### config.mk
export PLATFORM = sky130hd
export DESIGN_NAME = mdm_top
export DESIGN_NICKNAME = d
export VERILOG_FILES = /design/src/mdm_pkg.sv /design/src/mdm_clock_output_pin.sv /design/src/mdm_spi.sv /design/src/mdm_top.sv
export VERILOG_INCLUDE_DIRS = /design/src
export SDC_FILE = /design/constraint.sdc
export NUM_CORES = 2
export LEC_CHECK = 0
export ABC_AREA = 0
export BUFFER_PORTS_ARGS = -buffer_cell sky130_fd_sc_hd__buf_2
export CELL_PAD_IN_SITES_DETAIL_PLACEMENT = 0
export CELL_PAD_IN_SITES_GLOBAL_PLACEMENT = 2
export CORE_UTILIZATION = 49
export DETAILED_ROUTE_END_ITERATION = 12
export PLACE_DENSITY = 0.94
export SYNTH_ARGS = -nofsm -noshare
export SYNTH_HDL_FRONTEND = slang
export SYNTH_SLANG_ARGS = --single-unit
### constraint.sdc
create_clock -name clk_i -period 7 [get_ports clk_i]
set_input_delay 1.05 -clock clk_i [delete_from_list [all_inputs] [get_ports clk_i]]
set_output_delay 1.05 -clock clk_i [all_outputs]
set_load 0.02 [all_outputs]
### src/mdm_regs.svh
// offsets, field positions, reset values and timing for the modem port
`ifndef MDM_REGS_SVH
`define MDM_REGS_SVH
`define MDM_CLK_MHZ 50
`define MDM_T_OFF_US 10000
`define MDM_T_HIB_US 7000
`define MDM_T_DOZE_US 300
`define MDM_T_RXTX_US 144
`define MDM_CYC(us) ((us) * `MDM_CLK_MHZ)
`define MDM_R_MODE 6'h01
`define MDM_B_HIB 0
`define MDM_B_DOZE 1
`define MDM_B_TMR_EN 2
`define MDM_B_TX_SEL 3
`define MDM_R_CTL 6'h07
`define MDM_B_CLOCK_OUTPUT_PIN_DOZE 9
`define MDM_B_FLOAT 11
`define MDM_R_CLOCK_OUTPUT_PIN 6'h0A
`define MDM_CLOCK_OUTPUT_PIN_LF_SEL 3'h4
`define MDM_MEM_RST (1024'h0800 << (7 * 16))
`define MDM_AX_STATUS 8'h00
`define MDM_AX_MATCH 8'h04
`define MDM_AX_COUNT 8'h08
`define MDM_RESP_OK 2'h0
`define MDM_RESP_ERR 2'h2
`endif

### src/mdm_pkg.sv
// types shared by the modem port files
package mdm_pkg;
    typedef enum logic [8:0] {
        MDM_OFF = 9'h001,
        MDM_WAKE = 9'h002,
        MDM_IDLE = 9'h004,
        MDM_HIB = 9'h008,
        MDM_DOZE = 9'h010,
        MDM_RXW = 9'h020,
        MDM_RX = 9'h040,
        MDM_TXW = 9'h080,
        MDM_TX = 9'h100
    } mdm_mode_t;
    typedef struct packed {
        logic ce_n;
        logic sck;
        logic mosi;
    } mdm_pins_t;
    typedef struct packed {
        logic hdr;
        logic [7:0] hdr_byte;
        logic wr;
        logic [5:0] waddr;
        logic [15:0] wdata;
        logic rd_phase;
        logic miso;
    } mdm_spi_ev_t;
    typedef struct packed {
        logic sck_q;
        logic [3:0] bit_cnt;
        logic hdr_done;
        logic rd;
        logic [5:0] addr;
        logic [15:0] in_sr;
        logic [15:0] out_sr;
        mdm_spi_ev_t ev;
    } mdm_spi_st_t;
    typedef struct packed {
        logic [8:0] cnt;
        logic pin;
    } mdm_clock_output_pin_st_t;
    typedef struct packed {
        mdm_mode_t mode;
        logic [19:0] cnt;
        logic [19:0] dtmr;
        logic [63:0][15:0] mem;
        logic [19:0] match;
        logic [15:0] xcnt;
        logic [7:0] last_hdr;
        logic miso;
        logic miso_oe;
        logic clock_output_pin_oe;
        logic rx_on;
        logic tx_on;
        logic awready;
        logic wready;
        logic aw_have;
        logic w_have;
        logic [7:0] waddr;
        logic [31:0] wdata;
        logic [3:0] wstrb;
        logic bvalid;
        logic [1:0] bresp;
        logic arready;
        logic rvalid;
        logic [31:0] rdata;
        logic [1:0] rresp;
    } mdm_top_st_t;
endpackage : mdm_pkg

### src/mdm_clock_output_pin.sv
// clock output divider, half period in core cycles
`timescale 1ns/1ps
module mdm_clock_output_pin (
    input wire logic clk_i, // core clock
    input wire logic nrst_i, // async reset, low
    input wire logic en_i, // run the divider
    input wire logic [8:0] half_i, // half period cycles
    output logic pin_o // divided clock
);
    import mdm_pkg::*;
    mdm_clock_output_pin_st_t st_reg;
    mdm_clock_output_pin_st_t st_next;

    always_comb begin
        st_next = st_reg;
        if (!en_i) begin
            st_next = '0;
        end else if (st_reg.cnt + 9'h001 >= half_i) begin
            st_next.cnt = 9'h000;
            st_next.pin = !st_reg.pin;
        end else begin
            st_next.cnt = st_reg.cnt + 9'h001;
        end
    end

    always_ff @(posedge clk_i or negedge nrst_i) begin
        if (!nrst_i) begin
            st_reg <= '0;
        end else begin
            st_reg <= st_next;
        end
    end

    assign pin_o = st_reg.pin;
endmodule : mdm_clock_output_pin

### src/mdm_spi.sv
// serial command slave: header, payload words, read shift-out
`timescale 1ns/1ps
`include "mdm_regs.svh"
module mdm_spi (
    input wire logic clk_i, // core clock
    input wire logic nrst_i, // async reset, low
    input wire logic en_i, // port usable
    input wire mdm_pkg::mdm_pins_t pins_i, // host pins
    input wire logic [15:0] rd_data_i, // word at addr_o
    output logic [5:0] addr_o, // current word address
    output mdm_pkg::mdm_spi_ev_t ev_o // events and miso
);
    import mdm_pkg::*;
    mdm_spi_st_t st_reg;
    mdm_spi_st_t st_next;
    logic rise;
    logic fall;

    // sck sampled at core rate, host keeps it slow
    assign rise = pins_i.sck && !st_reg.sck_q;
    assign fall = !pins_i.sck && st_reg.sck_q;

    always_comb begin
        st_next = st_reg;
        st_next.sck_q = pins_i.sck;
        st_next.ev.hdr = 1'b0;
        st_next.ev.wr = 1'b0;
        if (!en_i || pins_i.ce_n) begin
            st_next.bit_cnt = 4'h0;
            st_next.hdr_done = 1'b0;
            st_next.rd = 1'b0;
            st_next.ev.miso = 1'b0;
        end else if (rise) begin
            st_next.in_sr = {st_reg.in_sr[14:0], pins_i.mosi};
            st_next.bit_cnt = st_reg.bit_cnt + 4'h1;
            if (!st_reg.hdr_done) begin
                if (st_reg.bit_cnt == 4'h7) begin
                    st_next.hdr_done = 1'b1;
                    st_next.bit_cnt = 4'h0;
                    st_next.rd = st_reg.in_sr[6];
                    st_next.addr = {st_reg.in_sr[4:0], pins_i.mosi};
                    st_next.ev.hdr = 1'b1;
                    st_next.ev.hdr_byte = st_next.in_sr[7:0];
                end
            end else if (st_reg.bit_cnt == 4'hF) begin
                st_next.addr = st_reg.addr + 6'h01;
                st_next.ev.waddr = st_reg.addr;
                st_next.ev.wdata = st_next.in_sr;
                st_next.ev.wr = !st_reg.rd;
            end
        end else if (fall && st_reg.hdr_done && st_reg.rd) begin
            if (st_reg.bit_cnt == 4'h0) begin
                st_next.ev.miso = rd_data_i[15];
                st_next.out_sr = {rd_data_i[14:0], 1'b0};
            end else begin
                st_next.ev.miso = st_reg.out_sr[15];
                st_next.out_sr = {st_reg.out_sr[14:0], 1'b0};
            end
        end
        st_next.ev.rd_phase = st_next.hdr_done && st_next.rd;
    end

    always_ff @(posedge clk_i or negedge nrst_i) begin
        if (!nrst_i) begin
            st_reg <= '0;
        end else begin
            st_reg <= st_next;
        end
    end

    assign addr_o = st_reg.addr;
    assign ev_o = st_reg.ev;
endmodule : mdm_spi

### src/mdm_top.sv
// modem command port top: power modes, word store, register bus
//
// How it works
// - reset release moves Off to Idle
// - serial port works in Idle
// - host commands Hibernate and Doze serially
// - Off tri-states miso and clock output; 10 ms to Idle
// - Hibernate: port dead, attention wakes, 7 ms
// - Doze clock output only if enabled, slow
// - Doze to Idle: 300 us plus clkout period
// - Doze wakes on attention or timer match
// - Receive or Transmit entered after 144 us
// - slave only, eight-bit bursts
// - chip enable frames three or more bursts
// - sample rising, change falling, clock idles low
// - eight bits per burst, msb first
// - static shifter, core clock moves words
// - transaction starts when chip enable falls
// - first burst is address and direction header
// - payload one direction only
// - payload at least two bytes
// - reference is fixed, no divider
// - idle miso floats unless float bit cleared
`timescale 1ns/1ps
`include "mdm_regs.svh"
module mdm_top #(
    parameter int T_OFF_CYC = `MDM_CYC(`MDM_T_OFF_US),
    parameter int T_HIB_CYC = `MDM_CYC(`MDM_T_HIB_US),
    parameter int T_DOZE_CYC = `MDM_CYC(`MDM_T_DOZE_US),
    parameter int T_RXTX_CYC = `MDM_CYC(`MDM_T_RXTX_US)
) (
    input wire logic clk_i, // core clock 50 MHz
    input wire logic nrst_i, // async reset, low
    input wire logic modem_rst_n_i, // modem reset pin, low
    input wire mdm_pkg::mdm_pins_t pins_i, // serial pins in
    input wire logic attention_wake_i, // wake request
    input wire logic radio_operation_enable_i, // start rx or tx
    output logic miso_o, // serial data out
    output logic miso_oe_o, // miso driven
    output logic clock_output_pin_o, // divided clock
    output logic clock_output_oe_o, // clock pin driven
    output logic rx_on_o, // receiving
    output logic tx_on_o, // transmitting
    input wire logic [7:0] s_axi_awaddr, // write address
    input wire logic s_axi_awvalid, // write address valid
    output logic s_axi_awready, // write address ready
    input wire logic [31:0] s_axi_wdata, // write data
    input wire logic [3:0] s_axi_wstrb, // byte enables
    input wire logic s_axi_wvalid, // write data valid
    output logic s_axi_wready, // write data ready
    output logic [1:0] s_axi_bresp, // write response
    output logic s_axi_bvalid, // response valid
    input wire logic s_axi_bready, // response ready
    input wire logic [7:0] s_axi_araddr, // read address
    input wire logic s_axi_arvalid, // read address valid
    output logic s_axi_arready, // read address ready
    output logic [31:0] s_axi_rdata, // read data
    output logic [1:0] s_axi_rresp, // read response
    output logic s_axi_rvalid, // read valid
    input wire logic s_axi_rready // read ready
);
    import mdm_pkg::*;

    localparam mdm_top_st_t ST_RST = '{
        mode: MDM_OFF,
        mem: `MDM_MEM_RST,
        default: '0
    };

    mdm_top_st_t st_reg;
    mdm_top_st_t st_next;
    mdm_spi_ev_t spi_ev;
    logic [5:0] spi_addr;
    logic spi_en;
    logic clock_output_pin_en;
    logic [8:0] half;
    logic [15:0] ctl;
    logic [15:0] mcmd;

    ////////////////////////////////////////////////////////////////////////
    // clock output period: 2 << sel core cycles per half period
    function automatic logic [8:0] clock_output_pin_half(input logic [2:0] sel);
        clock_output_pin_half = 9'h002 << sel;
    endfunction : clock_output_pin_half

    assign ctl = st_reg.mem[`MDM_R_CTL];
    assign mcmd = st_reg.mem[`MDM_R_MODE];
    assign half = clock_output_pin_half(st_reg.mem[`MDM_R_CLOCK_OUTPUT_PIN][2:0]);

    ////////////////////////////////////////////////////////////////////////
    // serial port alive only in awake modes
    assign spi_en = st_reg.mode inside
        {MDM_IDLE, MDM_RXW, MDM_RX, MDM_TXW, MDM_TX};

    mdm_spi u_spi (
        .clk_i(clk_i),
        .nrst_i(nrst_i),
        .en_i(spi_en),
        .pins_i(pins_i),
        .rd_data_i(st_reg.mem[spi_addr]),
        .addr_o(spi_addr),
        .ev_o(spi_ev)
    );

    // doze keeps the clock only when enabled and slow enough
    assign clock_output_pin_en = (st_reg.mode inside
        {MDM_IDLE, MDM_RXW, MDM_RX, MDM_TXW, MDM_TX}) ||
        (st_reg.mode == MDM_DOZE && ctl[`MDM_B_CLOCK_OUTPUT_PIN_DOZE] &&
        st_reg.mem[`MDM_R_CLOCK_OUTPUT_PIN][2:0] >= `MDM_CLOCK_OUTPUT_PIN_LF_SEL);

    mdm_clock_output_pin u_clock_output_pin (
        .clk_i(clk_i),
        .nrst_i(nrst_i),
        .en_i(clock_output_pin_en),
        .half_i(half),
        .pin_o(clock_output_pin_o)
    );

    ////////////////////////////////////////////////////////////////////////
    // next state
    always_comb begin
        st_next = st_reg;
        // words move into the store on the core clock
        if (spi_ev.wr) begin
            st_next.mem[spi_ev.waddr] = spi_ev.wdata;
        end
        if (spi_ev.hdr) begin
            st_next.last_hdr = spi_ev.hdr_byte;
            st_next.xcnt = st_reg.xcnt + 16'h0001;
        end
        case (st_reg.mode)
            MDM_OFF: begin
                if (modem_rst_n_i) begin
                    st_next.mode = MDM_WAKE;
                    st_next.cnt = 20'(T_OFF_CYC);
                end
            end
            MDM_WAKE: begin
                if (st_reg.cnt <= 20'h00001) begin
                    st_next.mode = MDM_IDLE;
                end else begin
                    st_next.cnt = st_reg.cnt - 20'h00001;
                end
            end
            MDM_IDLE: begin
                if (spi_ev.wr && spi_ev.waddr == `MDM_R_MODE &&
                    spi_ev.wdata[`MDM_B_HIB]) begin
                    st_next.mode = MDM_HIB;
                end else if (spi_ev.wr && spi_ev.waddr == `MDM_R_MODE &&
                    spi_ev.wdata[`MDM_B_DOZE]) begin
                    st_next.mode = MDM_DOZE;
                    st_next.dtmr = 20'h00000;
                end else if (radio_operation_enable_i) begin
                    st_next.cnt = 20'(T_RXTX_CYC);
                    st_next.mode = mcmd[`MDM_B_TX_SEL] ? MDM_TXW : MDM_RXW;
                end
            end
            MDM_HIB: begin
                if (attention_wake_i) begin
                    st_next.mode = MDM_WAKE;
                    st_next.cnt = 20'(T_HIB_CYC);
                end
            end
            MDM_DOZE: begin
                st_next.dtmr = st_reg.dtmr + 20'h00001;
                if (attention_wake_i || (mcmd[`MDM_B_TMR_EN] &&
                    st_reg.dtmr == st_reg.match)) begin
                    st_next.mode = MDM_WAKE;
                    st_next.cnt = 20'(T_DOZE_CYC) +
                        {10'h000, half, 1'b0};
                end
            end
            MDM_RXW, MDM_TXW: begin
                if (!radio_operation_enable_i) begin
                    st_next.mode = MDM_IDLE;
                end else if (st_reg.cnt <= 20'h00001) begin
                    st_next.mode = st_reg.mode == MDM_RXW ? MDM_RX : MDM_TX;
                end else begin
                    st_next.cnt = st_reg.cnt - 20'h00001;
                end
            end
            MDM_RX, MDM_TX: begin
                if (!radio_operation_enable_i) begin
                    st_next.mode = MDM_IDLE;
                end
            end
            default: begin
                st_next.mode = MDM_OFF;
            end
        endcase
        if (!modem_rst_n_i) begin
            st_next.mode = MDM_OFF;
        end

        // pin drivers; off floats miso and the clock output, rx_on and tx_on stay driven
        st_next.clock_output_pin_oe = st_reg.mode != MDM_OFF;
        st_next.rx_on = st_reg.mode == MDM_RX;
        st_next.tx_on = st_reg.mode == MDM_TX;
        st_next.miso = spi_ev.miso;
        if (st_reg.mode == MDM_OFF) begin
            st_next.miso_oe = 1'b0;
        end else if (pins_i.ce_n) begin
            st_next.miso_oe = !ctl[`MDM_B_FLOAT];
            st_next.miso = 1'b0;
        end else begin
            st_next.miso_oe = spi_ev.rd_phase;
        end

        ////////////////////////////////////////////////////////////////////
        // register bus: write side
        st_next.awready = s_axi_awvalid && !st_reg.aw_have &&
            !st_reg.awready && !st_reg.bvalid;
        st_next.wready = s_axi_wvalid && !st_reg.w_have &&
            !st_reg.wready && !st_reg.bvalid;
        if (s_axi_awvalid && st_reg.awready) begin
            st_next.aw_have = 1'b1;
            st_next.waddr = s_axi_awaddr;
        end
        if (s_axi_wvalid && st_reg.wready) begin
            st_next.w_have = 1'b1;
            st_next.wdata = s_axi_wdata;
            st_next.wstrb = s_axi_wstrb;
        end
        if (st_reg.aw_have && st_reg.w_have) begin
            st_next.aw_have = 1'b0;
            st_next.w_have = 1'b0;
            st_next.bvalid = 1'b1;
            st_next.bresp = `MDM_RESP_ERR;
            if ({2'b00, st_reg.waddr[7:2]} == (`MDM_AX_MATCH >> 2)) begin
                st_next.bresp = `MDM_RESP_OK;
                for (int b = 0; b < 3; b++) begin
                    if (st_reg.wstrb[b]) begin
                        if (b == 2) begin
                            st_next.match[19:16] = st_reg.wdata[19:16];
                        end else begin
                            st_next.match[b*8 +: 8] =
                                st_reg.wdata[b*8 +: 8];
                        end
                    end
                end
            end
        end else if (st_reg.bvalid && s_axi_bready) begin
            st_next.bvalid = 1'b0;
        end

        // register bus: read side
        st_next.arready = s_axi_arvalid && !st_reg.arready &&
            !st_reg.rvalid;
        if (s_axi_arvalid && st_reg.arready) begin
            st_next.rvalid = 1'b1;
            st_next.rresp = `MDM_RESP_OK;
            case ({2'b00, s_axi_araddr[7:2]})
                `MDM_AX_STATUS >> 2: begin
                    st_next.rdata = {15'h0000, st_reg.last_hdr,
                        st_reg.mode};
                end
                `MDM_AX_MATCH >> 2: begin
                    st_next.rdata = {12'h000, st_reg.match};
                end
                `MDM_AX_COUNT >> 2: begin
                    st_next.rdata = {16'h0000, st_reg.xcnt};
                end
                default: begin
                    st_next.rdata = 32'h00000000;
                    st_next.rresp = `MDM_RESP_ERR;
                end
            endcase
        end else if (st_reg.rvalid && s_axi_rready) begin
            st_next.rvalid = 1'b0;
        end
    end

    always_ff @(posedge clk_i or negedge nrst_i) begin
        if (!nrst_i) begin
            st_reg <= ST_RST;
        end else begin
            st_reg <= st_next;
        end
    end

    assign miso_o = st_reg.miso;
    assign miso_oe_o = st_reg.miso_oe;
    assign clock_output_oe_o = st_reg.clock_output_pin_oe;
    assign rx_on_o = st_reg.rx_on;
    assign tx_on_o = st_reg.tx_on;
    assign s_axi_awready = st_reg.awready;
    assign s_axi_wready = st_reg.wready;
    assign s_axi_bvalid = st_reg.bvalid;
    assign s_axi_bresp = st_reg.bresp;
    assign s_axi_arready = st_reg.arready;
    assign s_axi_rvalid = st_reg.rvalid;
    assign s_axi_rdata = st_reg.rdata;
    assign s_axi_rresp = st_reg.rresp;
endmodule : mdm_top

==> results.md <==
* Run status: completed
* CP max FO at 42
* Routed wire length at between 100000 and 150000 um
* Nets at 4231
* Cts hold-fix bufs at 0
* RSZ-0062 raised after global routing: no
* First-pass GRT wire length at 225600 um
* Worst Hold Slack at 339.7 ps
* DR vias/cell at 6.081
* Worst Tran Pin Value at 1293 ps
* Full die area at 0.1204 mm2
* Post-synthesis register bit count at 1267
* Post-route ant nets at 0
* Largest net degree at the start of global routing at 188
* Synth Instances at 4214
* Clk buf depth at 3
* VDD IR max at ~0.00021 V
* I/O Buffers at 80
* CTS tree: built
* Final Worst Setup Slack at 3063 ps
* Setup TNS at 0 ps
* Drt first pass iters at 7
* Top cells by count, synth: 1265 x dfrtp_1, 1095 x mux2_2, 282 x clkbuf_1
* Area of the mapped netlist at about 0.058 mm2
* Setup WS pre-CTS at 3214 ps
* Post-synth EDFFs at 0
* Power per standard cell area at 239.5 mW/mm2
* Yosys warning count at 0
* Max Clk Rate at 0.2540 GHz
* P&R area growth vs syn at 10.29%
* Die X at 346.9 um
* Final setup fails at 0
* Worst relative slew slack at 13.80%
* Syn Area/Cell at 13.83 um2
* Worst-Skew Late Latency at 760 ps
* Vias in the first global route at 36268
* Crit path DAT at 4600 ps
* Post-synth top area cell: dfrtp_1
* Main synth FF type: dfrtp_1
* Total GRT Usage at between 20% and 30%
* H-tree depth at 4
* Grt total ovfl at 0
* Residual DRC count at 0
* Setup Skew at 30.06 ps
* Async S/R FF share, synth at between 90% and 100%
* Number of buffers inserted by post-CTS setup repair at 0
* FF/Latch Area at 0.03174 mm2
* Die height at 346.9 um
* GPL Wtd Cong at 0.8302
* Core area at 0.1181 mm2
* Synth unique cells at 78
* Rows at 126
* Detailed-route wire length per cell at 25.03 um
* Num CTS Buffers at about 140
* Sink Count at approximately 1300
* CP max stage cell: dfrtp_4
* Final Cycle Share at 56.25%
* Element type at the critical path end: flop
* Clock slew seen by the registers of the worst setup and hold paths at roughly 60 ps
* Initial DRC Count at 2718
* Hold Crit Class: in -> async
* Number of I/O pins at 112
* Final Hold Vio Count at 0
* HPWL Detailed at around 87000 um
* Initial antenna violation count at 2
* FILL cells at 9661
* Max FFs per register at 1116
* Finished Cell Area at 0.06429 mm2
* Register area share after synthesis at 54.39%
* Final Util at between 50% and 60%
* Worst EP required at 7660 ps
* Fraction of layout instances using a drive strength above 1 at 40.83%
* Share of the synthesized area in the top cell type at 54.30%
* Setup CP Type: reg -> reg
* Slew Viols, Final at 0
* DR vias at roughly 35000
* Fin crit period at 3937 ps
* Max stage delay on crit path at 960 ps
* Top-count cell post-synth: dfrtp_1
* Clock root buffer: clkbuf_16
* LEAKAGE at 0.03175 uW
* Top post-synthesis cells by area: dfrtp_1 54%, mux2_2 21%, mux4_2 7.8%
* Max-cap violations at 0
* Area after DPL at 0.05985 mm2
* Starting Density at 49.37%
* Crit-path cells: buf_4, nor2_1, buf_4, a221oi_1, o21ai_0, a221oi_1, a311oi_1, o21ai_0
* Area of the multi-input gates at 0.02487 mm2
* Critical Path Source Type: flop
* Cells resized by post-CTS repair at 0
[logic make-up after synthesis]
kind of cell / after synthesis / share of synthesized area (%)
other: 1 / 0.006433
muxes: 1439 / 31.42
buffers and inverters: 414 / 3.063
xor gates and xnor gates: 62 / 0.9315
and+or+nand+nor: 587 / 4.937
DFF: 1267 / 54.39
AOI/OAI and AO/OA: 427 / 4.891
adders and majority gates: 17 / 0.3649
[final cells by class]
class                      instances  share of cell area, %
tap                             1536                  2.989
antenna                            1               0.003892
sequential                      1267                  49.37
multi-input combinational       2546                  38.68
inverter                          26                 0.1518
clock buffer                     193                  6.113
clock inverter                    50                 0.7979
timing repair buffer             172                  1.895
[final timing paths]
check | cells after the start | to | slack, ps | from
setup / recovery | 8 | u_spi.st_reg[41] | 3060 | u_spi.addr_o[1]
hold / removal | 1 | u_clock_output_pin.st_reg[8] | 340 | nrst_i
setup reg to reg | 8 | u_spi.st_reg[41] | 3060 | u_spi.addr_o[1]
hold reg to reg | 1 | s_axi_wready | 460 | s_axi_wready
max in group asynchronous | 2 | st_reg[987] | 4960 | nrst_i
min in group clk_i | 1 | u_spi.st_reg[78] | 460 | pins_i[1]
[stage by stage]
stage	total power (uW)	std cells
5_1_grt	15900	5790
4_1_cts	15550	5790
2_1_floorplan	8060	4227
6_report	15400	5791
3_5_place_dp	8372	5547
3_3_place_gp	8357	5547
[report_power, final]
part | total, uW | internal [uW] | switching, uW
Combinational | 632 | 223 | 409
Clock | 7170 | 4180 | 2980
Sequential | 7600 | 7480 | 124
Total | 15400 | 11900 | 3520
[critical path, delay by kind of cell (launching register included)]
family | cells | cell delay (ps)
AOI/OAI and AO/OA | 5 | 1840
DFF | 1 | 960
buffers and inverters | 2 | 870
and+or+nand+nor | 1 | 140
[layout by cell type, fill, tap and decap left out, drive strengths merged, types with 42 or more instances in the layout]
| cell | n |
|---|---|
| mux2i | 141 |
| nand3 | 42 |
| mux4 | 203 |
| nor2 | 105 |
| o21ai | 127 |
| dfrtp | 1265 |
| clkbuf | 193 |
| a21oi | 64 |
| buf | 172 |
| mux2 | 1095 |
| nand2 | 238 |
[metal layers]
metal	vias to the layer above	wire, um	global-route usage [%]
met5	-	13	0
met4	2	4466	8.470
met3	254	7616	4.179
met2	873	69360	39.20
met1	18762	63460	33.70
li1	15324	-	-
(Power assumes the default switching activity.)
